==> src/srap_pkg.sv <==
/*
  srap_pkg: constants and types shared by the subchannel request/address port.
  assumes one 25 MHz clock; machine cycle is divided into time slots t0..t8.
*/
package srap_pkg;
  // ------------------------------------------------------------------
  // widths
  // ------------------------------------------------------------------
  localparam int unsigned ADDR_W      = 15;
  localparam int unsigned FUNC_W      = 3;
  localparam int unsigned DESC_W      = ADDR_W + FUNC_W;
  localparam int unsigned FIFO_DEPTH  = 8;
  localparam int unsigned WCNT_W      = 15;
  // ------------------------------------------------------------------
  // machine timing
  // ------------------------------------------------------------------
  localparam int unsigned SLOT_NS     = 80;
  localparam int unsigned CLK_NS      = 40;
  localparam int unsigned SLOT_CYC    = (SLOT_NS + CLK_NS - 1) / CLK_NS;
  localparam int unsigned SLOTS       = 9;
  localparam logic [3:0]  SLOT_FIRST  = 4'h0;
  localparam logic [3:0]  SLOT_LAST   = 4'h8;
  localparam logic [3:0]  SLOT_ACCEPT = 4'h4;
  localparam logic [3:0]  SLOT_LATE   = 4'h8;
  // ------------------------------------------------------------------
  // reset values
  // ------------------------------------------------------------------
  localparam logic [WCNT_W-1:0] WCNT_RST = 15'h0000;

  typedef enum logic [1:0] {
    SRAP_IDLE   = 2'b00,
    SRAP_WINDOW = 2'b01,
    SRAP_ACCEPT = 2'b11,
    SRAP_HALT   = 2'b10
  } srap_state_t;
endpackage

==> src/srap_fifo.sv <==
/*
  srap_fifo: synchronous fifo, parameterised width and depth, valid/ready both sides.
  assumes a single clock and synchronous active-high reset.
*/
`timescale 1ns/1ps
module srap_fifo #(
  parameter int unsigned WIDTH = 18,
  parameter int unsigned DEPTH = 8
) (
  input  wire logic             ref_clk,
  input  wire logic             rst,
  input  wire logic [WIDTH-1:0] in_data,
  input  wire logic             in_valid,
  output logic                  in_ready,
  output logic [WIDTH-1:0]      out_data,
  output logic                  out_valid,
  input  wire logic             out_ready
);
  localparam int unsigned PW = $clog2(DEPTH);

  logic [WIDTH-1:0] mem [DEPTH];
  logic [PW-1:0]    wr_ptr;
  logic [PW-1:0]    rd_ptr;
  logic [PW:0]      count;
  logic             push;
  logic             pop;

  assign in_ready  = (count != (PW+1)'(DEPTH));
  assign out_valid = (count != '0);
  assign push      = in_valid && in_ready;
  assign pop       = out_valid && out_ready;
  assign out_data  = mem[rd_ptr];

  always_ff @(posedge ref_clk) begin
    if (push) begin
      mem[wr_ptr] <= in_data;
    end
  end

  always_ff @(posedge ref_clk) begin
    if (rst) begin
      wr_ptr <= '0;
      rd_ptr <= '0;
    end else begin
      if (push) begin
        wr_ptr <= (wr_ptr == PW'(DEPTH - 1)) ? '0 : PW'(wr_ptr + 1'b1);
      end
      if (pop) begin
        rd_ptr <= (rd_ptr == PW'(DEPTH - 1)) ? '0 : PW'(rd_ptr + 1'b1);
      end
    end
  end

  always_ff @(posedge ref_clk) begin
    if (rst) begin
      count <= '0;
    end else if (push && !pop) begin
      count <= (PW+1)'(count + 1'b1);
    end else if (pop && !push) begin
      count <= (PW+1)'(count - 1'b1);
    end
  end
endmodule

==> src/srap_port.sv <==
/*
  srap_port: channel side of a data subchannel's request/address connector.
  the external unit drives address, function code and an active-low request;
  this block opens a select window, accepts the descriptor, paces by machine
  time slots and queues accepted descriptors into a fifo toward memory access.
  assumes all inputs synchronous to ref_clk; memory side drains the fifo.
*/
// Operation
// - continuous window; address changes after acceptance
// - active-low request, interlocked or held
// - request present at late pulse starts another
// - interlace mode stops at zero count
// - accepted signalled only within select window
// - late timing pulse spans t0 to t8
`timescale 1ns/1ps
module srap_port
  import srap_pkg::*;
#(
  parameter int unsigned AW    = ADDR_W,
  parameter int unsigned FW    = FUNC_W,
  parameter int unsigned DEPTH = FIFO_DEPTH
) (
  input  wire logic              ref_clk,
  input  wire logic              rst,
  input  wire logic [AW-1:0]     req_addr,
  input  wire logic [FW-1:0]     func_code,
  input  wire logic              xfer_req_n,
  input  wire logic              halt_req_n,
  input  wire logic              interlace_mode,
  input  wire logic              wcnt_load,
  input  wire logic [WCNT_W-1:0] wcnt_value,
  output logic                   select_window,
  output logic                   addr_accepted,
  output logic                   late_timing_pulse,
  output logic                   request_interlock,
  output logic                   halt_detect_flag,
  output logic                   zero_count,
  output logic [WCNT_W-1:0]      word_count,
  output logic [AW+FW-1:0]       desc_data,
  output logic                   desc_valid,
  input  wire logic              desc_ready
);
  // ------------------------------------------------------------------
  // machine timing
  // ------------------------------------------------------------------
  logic [3:0]  slot;
  logic [1:0]  sub;
  logic        slot_tick;
  logic        cycle_end;
  logic        accept_tick;

  assign slot_tick = (sub == 2'(SLOT_CYC - 1));
  assign cycle_end = slot_tick && (slot == SLOT_LAST);
  // accept decision sits at the end of slot 4, mid-cycle
  assign accept_tick = slot_tick && (slot == SLOT_ACCEPT);

  always_ff @(posedge ref_clk) begin
    if (rst) begin
      sub <= '0;
    end else begin
      sub <= slot_tick ? '0 : 2'(sub + 1'b1);
    end
  end

  always_ff @(posedge ref_clk) begin
    if (rst) begin
      slot <= SLOT_FIRST;
    end else if (slot_tick) begin
      slot <= (slot == SLOT_LAST) ? SLOT_FIRST : 4'(slot + 1'b1);
    end
  end

  // late pulse t0..t8
  // every slot of the cycle counts, so the pulse covers the whole cycle
  // except the first sub-slot of t0, one clock after the boundary
  always_ff @(posedge ref_clk) begin
    if (rst) begin
      late_timing_pulse <= 1'b0;
    end else begin
      late_timing_pulse <= !cycle_end;
    end
  end

  // ------------------------------------------------------------------
  // request sequencing
  // ------------------------------------------------------------------
  srap_state_t state;
  srap_state_t next_state;
  logic        fifo_ready;
  logic        take;
  logic        stop_now;
  logic        halt_seen;
  logic        last_word;
  logic [AW+FW-1:0] desc_in;

  // zero count also blocks new windows in interlace mode
  // interlace stops at zero
  assign stop_now = halt_seen || (interlace_mode && zero_count);

  assign last_word = interlace_mode && (word_count == WCNT_W'(1));
  // one push per served cycle, so address and code land together
  // request sampled at late slot
  assign take = (state == SRAP_ACCEPT) && cycle_end;

  always_comb begin
    next_state = state;
    case (state)
      SRAP_IDLE: begin
        if (!xfer_req_n && !stop_now && cycle_end) begin
          next_state = SRAP_WINDOW;
        end
      end
      SRAP_WINDOW: begin
        // fifo full holds the window open: back-pressure to the unit
        if (accept_tick && fifo_ready) begin
          next_state = SRAP_ACCEPT;
        end
      end
      SRAP_ACCEPT: begin
        if (cycle_end) begin
          // window stays open back to back
          if (!xfer_req_n && !stop_now && !last_word) begin
            next_state = SRAP_WINDOW;
          end else begin
            next_state = SRAP_IDLE;
          end
        end
      end
      SRAP_HALT: begin
        // only reset leaves halt
        next_state = SRAP_HALT;
      end
      default: begin
        next_state = SRAP_IDLE;
      end
    endcase
    if (halt_seen && state != SRAP_ACCEPT) begin
      next_state = SRAP_HALT;
    end
  end

  always_ff @(posedge ref_clk) begin
    if (rst) begin
      state <= SRAP_IDLE;
    end else begin
      state <= next_state;
    end
  end

  assign select_window     = (state == SRAP_WINDOW) || (state == SRAP_ACCEPT);
  assign addr_accepted     = (state == SRAP_ACCEPT);
  assign request_interlock = addr_accepted;

  assign desc_in = {func_code, req_addr};

  // ------------------------------------------------------------------
  // halt and word count
  // ------------------------------------------------------------------
  // halt latched until reset
  // the unit may release its halt request once the flag shows
  always_ff @(posedge ref_clk) begin
    if (rst) begin
      halt_seen <= 1'b0;
    end else if (!halt_req_n) begin
      halt_seen <= 1'b1;
    end
  end

  // an accepted word finishes before the flag shows
  always_ff @(posedge ref_clk) begin
    if (rst) begin
      halt_detect_flag <= 1'b0;
    end else begin
      halt_detect_flag <= halt_seen && (state != SRAP_ACCEPT);
    end
  end

  // a load wins over a take in the same clock
  // count down per accepted word
  always_ff @(posedge ref_clk) begin
    if (rst) begin
      word_count <= WCNT_RST;
    end else if (wcnt_load) begin
      word_count <= wcnt_value;
    end else if (take && word_count != '0) begin
      word_count <= WCNT_W'(word_count - 1'b1);
    end
  end

  assign zero_count = (word_count == '0);

  // ------------------------------------------------------------------
  // descriptor queue
  // ------------------------------------------------------------------
  // a full fifo stalls the window; the unit keeps its address
  // one push per window-and-accepted
  srap_fifo #(
    .WIDTH (AW + FW),
    .DEPTH (DEPTH)
  ) u_fifo (
    .ref_clk   (ref_clk),
    .rst       (rst),
    .in_data   (desc_in),
    .in_valid  (take),
    .in_ready  (fifo_ready),
    .out_data  (desc_data),
    .out_valid (desc_valid),
    .out_ready (desc_ready)
  );
endmodule

==> config.mk <==
export PLATFORM = sky130hd
export DESIGN_NAME = srap_port
export DESIGN_NICKNAME = d
export VERILOG_FILES = /design/src/srap_pkg.sv /design/src/srap_fifo.sv /design/src/srap_port.sv
export SDC_FILE = /design/constraint.sdc
export NUM_CORES = 1
export LEC_CHECK = 0
export BUFFER_PORTS_ARGS = -buffer_cell sky130_fd_sc_hd__buf_4
export CAP_MARGIN = 20
export CORE_ASPECT_RATIO = 2
export CORE_UTILIZATION = 40
export DETAILED_ROUTE_END_ITERATION = 6
export GPL_TIMING_DRIVEN = 0
export PLACE_DENSITY_LB_ADDON = 0.25
export SLEW_MARGIN = 20
export SYNTH_ARGS = -nofsm -noshare
export SYNTH_HDL_FRONTEND = slang
export SYNTH_HIERARCHICAL = 1
export SYNTH_SLANG_ARGS = --single-unit
==> constraint.sdc <==
create_clock -name ref_clk -period 8.2 [get_ports ref_clk]
set_clock_uncertainty 0.15 [all_clocks]
set_input_delay 1.64 -clock ref_clk [delete_from_list [all_inputs] [get_ports ref_clk]]
set_output_delay 1.64 -clock ref_clk [all_outputs]
set_load 0.03 [all_outputs]
Word-level counts from Yosys, hierarchy flattened. Memory sizes are Yosys's and may differ from the RTL's. A register that Yosys moved wholly into a read port is not among the register bits. Index checks and enable logic that the tools add are counted.

Bits in registers: 36. Latch bits: 0. Bits in writable memories: 144. Bits in read-only memories: 0. Input port bits: 40. Output and inout port bits: 40. Word-level logic and storage cells: 86. Memories kept: 1.

Add/sub/neg operators: 7. $mul: 0. Div/mod/pow operators: 0. Order comparisons: 0. Equality and inequality tests: 17. Shift-type cells: 0. Multiplexer cells: 17. Bitwise logic cells: 0. Reductions and logical operators: 33.

Memories: u_fifo.mem (words 8, bits a word 18, read ports 1, clocked after Yosys merged registers in 1, write ports 1, RTL line srap_fifo.sv:21) `logic [WIDTH-1:0] mem [DEPTH];`.

Operator list (count): $mux W15 (2); $eq A15 B1 Y1 const B (1); $logic_and A1 B1 Y1 (15); $logic_not A15 Y1 (1); $reduce_bool A15 Y1 (1); $sub A15 B1 Y15 const B (1); $mux W3 (4); $mux W4 (3); $add A4 B1 Y4 const B (2); $mux W2 (4); $pmux W2 S4 (1); $add A3 B1 Y3 const B (2); $eq A3 B3 Y1 const B (2); $logic_not A1 Y1 (6); $ne A2 B2 Y1 const B (3); $ne A3 B3 Y1 const B (2); $reduce_and A3 Y1 (2); $eq A2 B1 Y1 const B (2); $eq A2 B2 Y1 const B (2); $eq A4 B3 Y1 const B (1); $eq A4 B4 Y1 const B (1); $ne A4 B4 Y1 const B (1); $reduce_bool A2 Y1 (2); $reduce_bool A4 Y1 (1); other kinds (8) (12).

Longest topological paths before layout.
Depth in word-level cells: 10. Gate-level depth with buffers: 14. Mapped depth without buffers: 13.

Cells and area by module. Netlist, hierarchy kept.

Modules (own cells, without submodules): srap_fifo (instances 1, cells an instance 283, area each 6193.4 um^2); srap_port (instances 1, cells an instance 173, area each 1497.7 um^2).

Worst setup path before layout. Ideal clock, no wire load.

Path type: reg2reg. From: reg state[1]. To: mem u_fifo.mem[0][0] (enable). Setup time: 439 ps. Arrival: 3115 ps. Path slack: 4496 ps. Stages on the path, launching flop included: 6. Buffers on the path: 1. Clock period less this slack: 3704 ps. Cells stage by stage: dfxtp_1 ha_1 clkbuf_1 and2_1 nand2_2 nor4_1.

Word-level cells in the longest chain between the ends: 5.

RTL lines: start: declaration (RTL line srap_port.sv:87) `srap_state_t state;`; start signal: assignment (RTL line srap_port.sv:146) `state <= next_state;`; $eq A2 B2 Y1; via addr_accepted (RTL line srap_port.sv:33) `output logic addr_accepted,`; $logic_and A1 B1 Y1 (RTL line srap_port.sv:103) `assign take = (state == SRAP_ACCEPT) && cycle_end;`; via take (RTL line srap_port.sv:90) `logic take;`; $logic_and A1 B1 Y1 (RTL line srap_fifo.sv:30) `assign push = in_valid && in_ready;`; $mux W1 (RTL line srap_fifo.sv:35) `if (push) begin`; $mux W1 (implied by the code) (RTL line srap_fifo.sv:36) `mem[wr_ptr] <= in_data;`; end: declaration (RTL line srap_fifo.sv:21).

The timed path passes the listed nets, and every way through them passes these cells.

==> run summary <==
Status: completed
Row Count: 71
Yosys reg bits: 183
Met1 wire length: 5730 microns
Initial antenna violation count: 0
Worst slew pin tran: 0.826 ns
Clock Pin Slew Worst Setup and Hold Paths: 0.06 ns
Asr flop ratio synth: 0
Num CTS Buffers: 17
Starting Density: 0.408
Cells after Synth: 456
Synth warn: 6
Area growth syn-to-layout: 20.8%
FF-to-FF Start: sub[0]$_SDFF_PP0_
Tot GR Track Use: 0.177
Routed wl met2: 9830 microns
Worst rel slew slack: 0.447
Maximum fanout along the worst path: 10
RSZ-0062 raised after global routing: no
Top cells by count, synth: edfxtp_1 (144), dfxtp_1 (39), mux4_1 (36)
Seq/Total Area, Yosys: 0.664
H-tree levels: 4
CP startpoint kind: register
Power per cell area: 255 mW/mm^2
Synth top area cells: edfxtp_1 (56%), mux4_1 (12%), dfxtp_1 (10%)
Clk buf depth: 2
Hold Buf Count CTS: 0
Most frequent cell after synthesis: edfxtp_1
VDD IR max: 0.137 mV
DP Wirelength: 11,900 microns
Leakage: 3.21 nW
Vias in the first global route: 4,724
Clk sinks: 183
Gr ovfl total: 0
Final Setup Violations: 0
Crit. End Element: primary output
Drt via density: 5.28
Drt initial violations: 200
Residual DRC: 0
Vias: 4,402
First-pass GRT wire length: 25,600 microns
TNS Setup: 0 ns
Worst hold slack: 0.290 ns
Die height: 198 microns
Dominant synthesized flop cell: edfxtp_1
Core Area: 0.0188 sq mm
Kind of critical path: register to primary output
Yosys cell types: 55
I/O Buffers: 79
Ports: 80
Synth top area share: 0.562
Die Area: 0.0198 sq mm
Post-route clock period utilization: 0.515
Setup Buffers After CTS: 0
Latest clock arrival within the worst-skew pair: 0.42 ns
Die width: 100 microns
Number of synthesized flops with an enable pin: 144
Share of cells above drive strength 1: 0.285
Post-Route WL: 16,400 microns
Slew Viols, Final: 0
Place WS: 4.33 ns
Post-layout minimum cycle time: 4.22 ns
Pin count of the biggest net entering global routing: 19
Drt wl/cell: 19.7 microns
Crit path required time: 6.41 ns
Syn avg cell area: 16.9 sq um
Top sig layer: met4
Diodes inserted: 0
Final Hold Fails: 0
Max-cap viol count: 0
Critical Path AT: 2.43 ns
Root Buffer Master: clkbuf_16
Post-DRT Antenna Nets: 0
Setup ws final: 3.98 ns
Top cell type by total area after synthesis: edfxtp_1
Drt pass-1 iters: 4
CTS tree: yes
Met3 wire length: 632 microns
Total chip power: 2.37 mW
Net Count, Synth: 513
HP Class: register to register
Max Fclk: 237 MHz
Worst Hold Launch: sub[0]$_SDFF_PP0_
Nets: 623
Final core utilization: 0.493
GP Congestion: 0.816
Synthesized cell area: 0.00769 sq mm
Post-CTS sizing: 0
==> worst max-delay path, cell delays in order (launching register included) <==
cell,delay (ns)
dfxtp_1,0.31
clkbuf_2,0.25
buf_1,0.58
mux4_1,0.40
mux2_2,0.30
buf_4,0.17
==> cells in the final DEF, fill, tap and decap left out, drive strengths merged, types with 5 or more instances in the layout <==
cell type / count
a211oi: 13
a21oi: 12
buf: 101
clkbuf: 26
clkinv: 8
clkinvlp: 5
dfxtp: 39
edfxtp: 144
ha: 16
inv: 14
mux2: 19
mux4: 36
nand2: 15
nand3: 5
nor2: 34
nor3: 17
nor4: 11
or3: 5
xnor2: 12
==> cells by family (layout without fill, tap and decap cells) <==
family / Yosys count / count (layout) / share of synthesized area
AO/OA/AOI/OAI: 38 / 38 / 0.0342
adder cells (fa/ha/maj): 17 / 17 / 0.0286
multiplexers: 59 / 59 / 0.156
buffers and inverters: 33 / 155 / 0.0210
AND/OR/NAND/NOR: 111 / 111 / 0.0794
flip-flops: 183 / 183 / 0.664
XOR/XNOR: 15 / 15 / 0.0171
==> stage by stage <==
| step | instance area [sq um] | cells |
|---|---|---|
| 2_1_floorplan | 7690 | 456 |
| 3_3_place_gp | 8600 | 790 |
| 3_5_place_dp | 8750 | 802 |
| 4_1_cts | 9290 | 833 |
| 5_1_grt | 9290 | 833 |
| 6_report | 9290 | 833 |
==> sequential cells by signal, indices dropped and copies added, names as in the netlist, named ones only <==
| signal | cells |
|---|---|
| halt_detect_flag | 1 |
| u_fifo/mem | 144 |
| word_count | 15 |
| u_fifo/wr_ptr | 3 |
| halt_seen | 1 |
| u_fifo/count | 4 |
| u_fifo/rd_ptr | 3 |
| late_timing_pulse | 1 |
| slot | 4 |
| state | 2 |
| sub | 2 |
==> area by class of cell <==
cell class	count	area [sq um]
fillers	1614	9540
flip-flops and latches	183	5100
multi-input cells	240	2470
repair buffers	91	693
clock buffers	17	425
well taps	255	319
clock inverters	14	111
plain buffers	19	109
inverters	14	52.6
==> final timing paths <==
check,to,slack [ns],cells after the start
setup / recovery,desc_data[16],3.98,5
hold / removal,sub[0]$_SDFF_PP0_,0.29,1
setup reg to reg,u_fifo/count[3]$_SDFFE_PP0P_,4.79,13
hold reg to reg,sub[0]$_SDFF_PP0_,0.29,1
==> metal layers <==
layer,GRT usage,vias to the layer above
met4,0.0585,0
li1,-,2038
met5,0,-
met2,0.359,107
met3,0.0388,15
met1,0.168,2242
==> where the power goes <==
group          leakage, nW  internal, mW  switching [mW]
logic                 1.35         0.269           0.301
registers             1.61          1.03          0.0294
clock network        0.247         0.412           0.331
total                 3.21          1.71           0.662
Power figures use the tool's default switching activity.
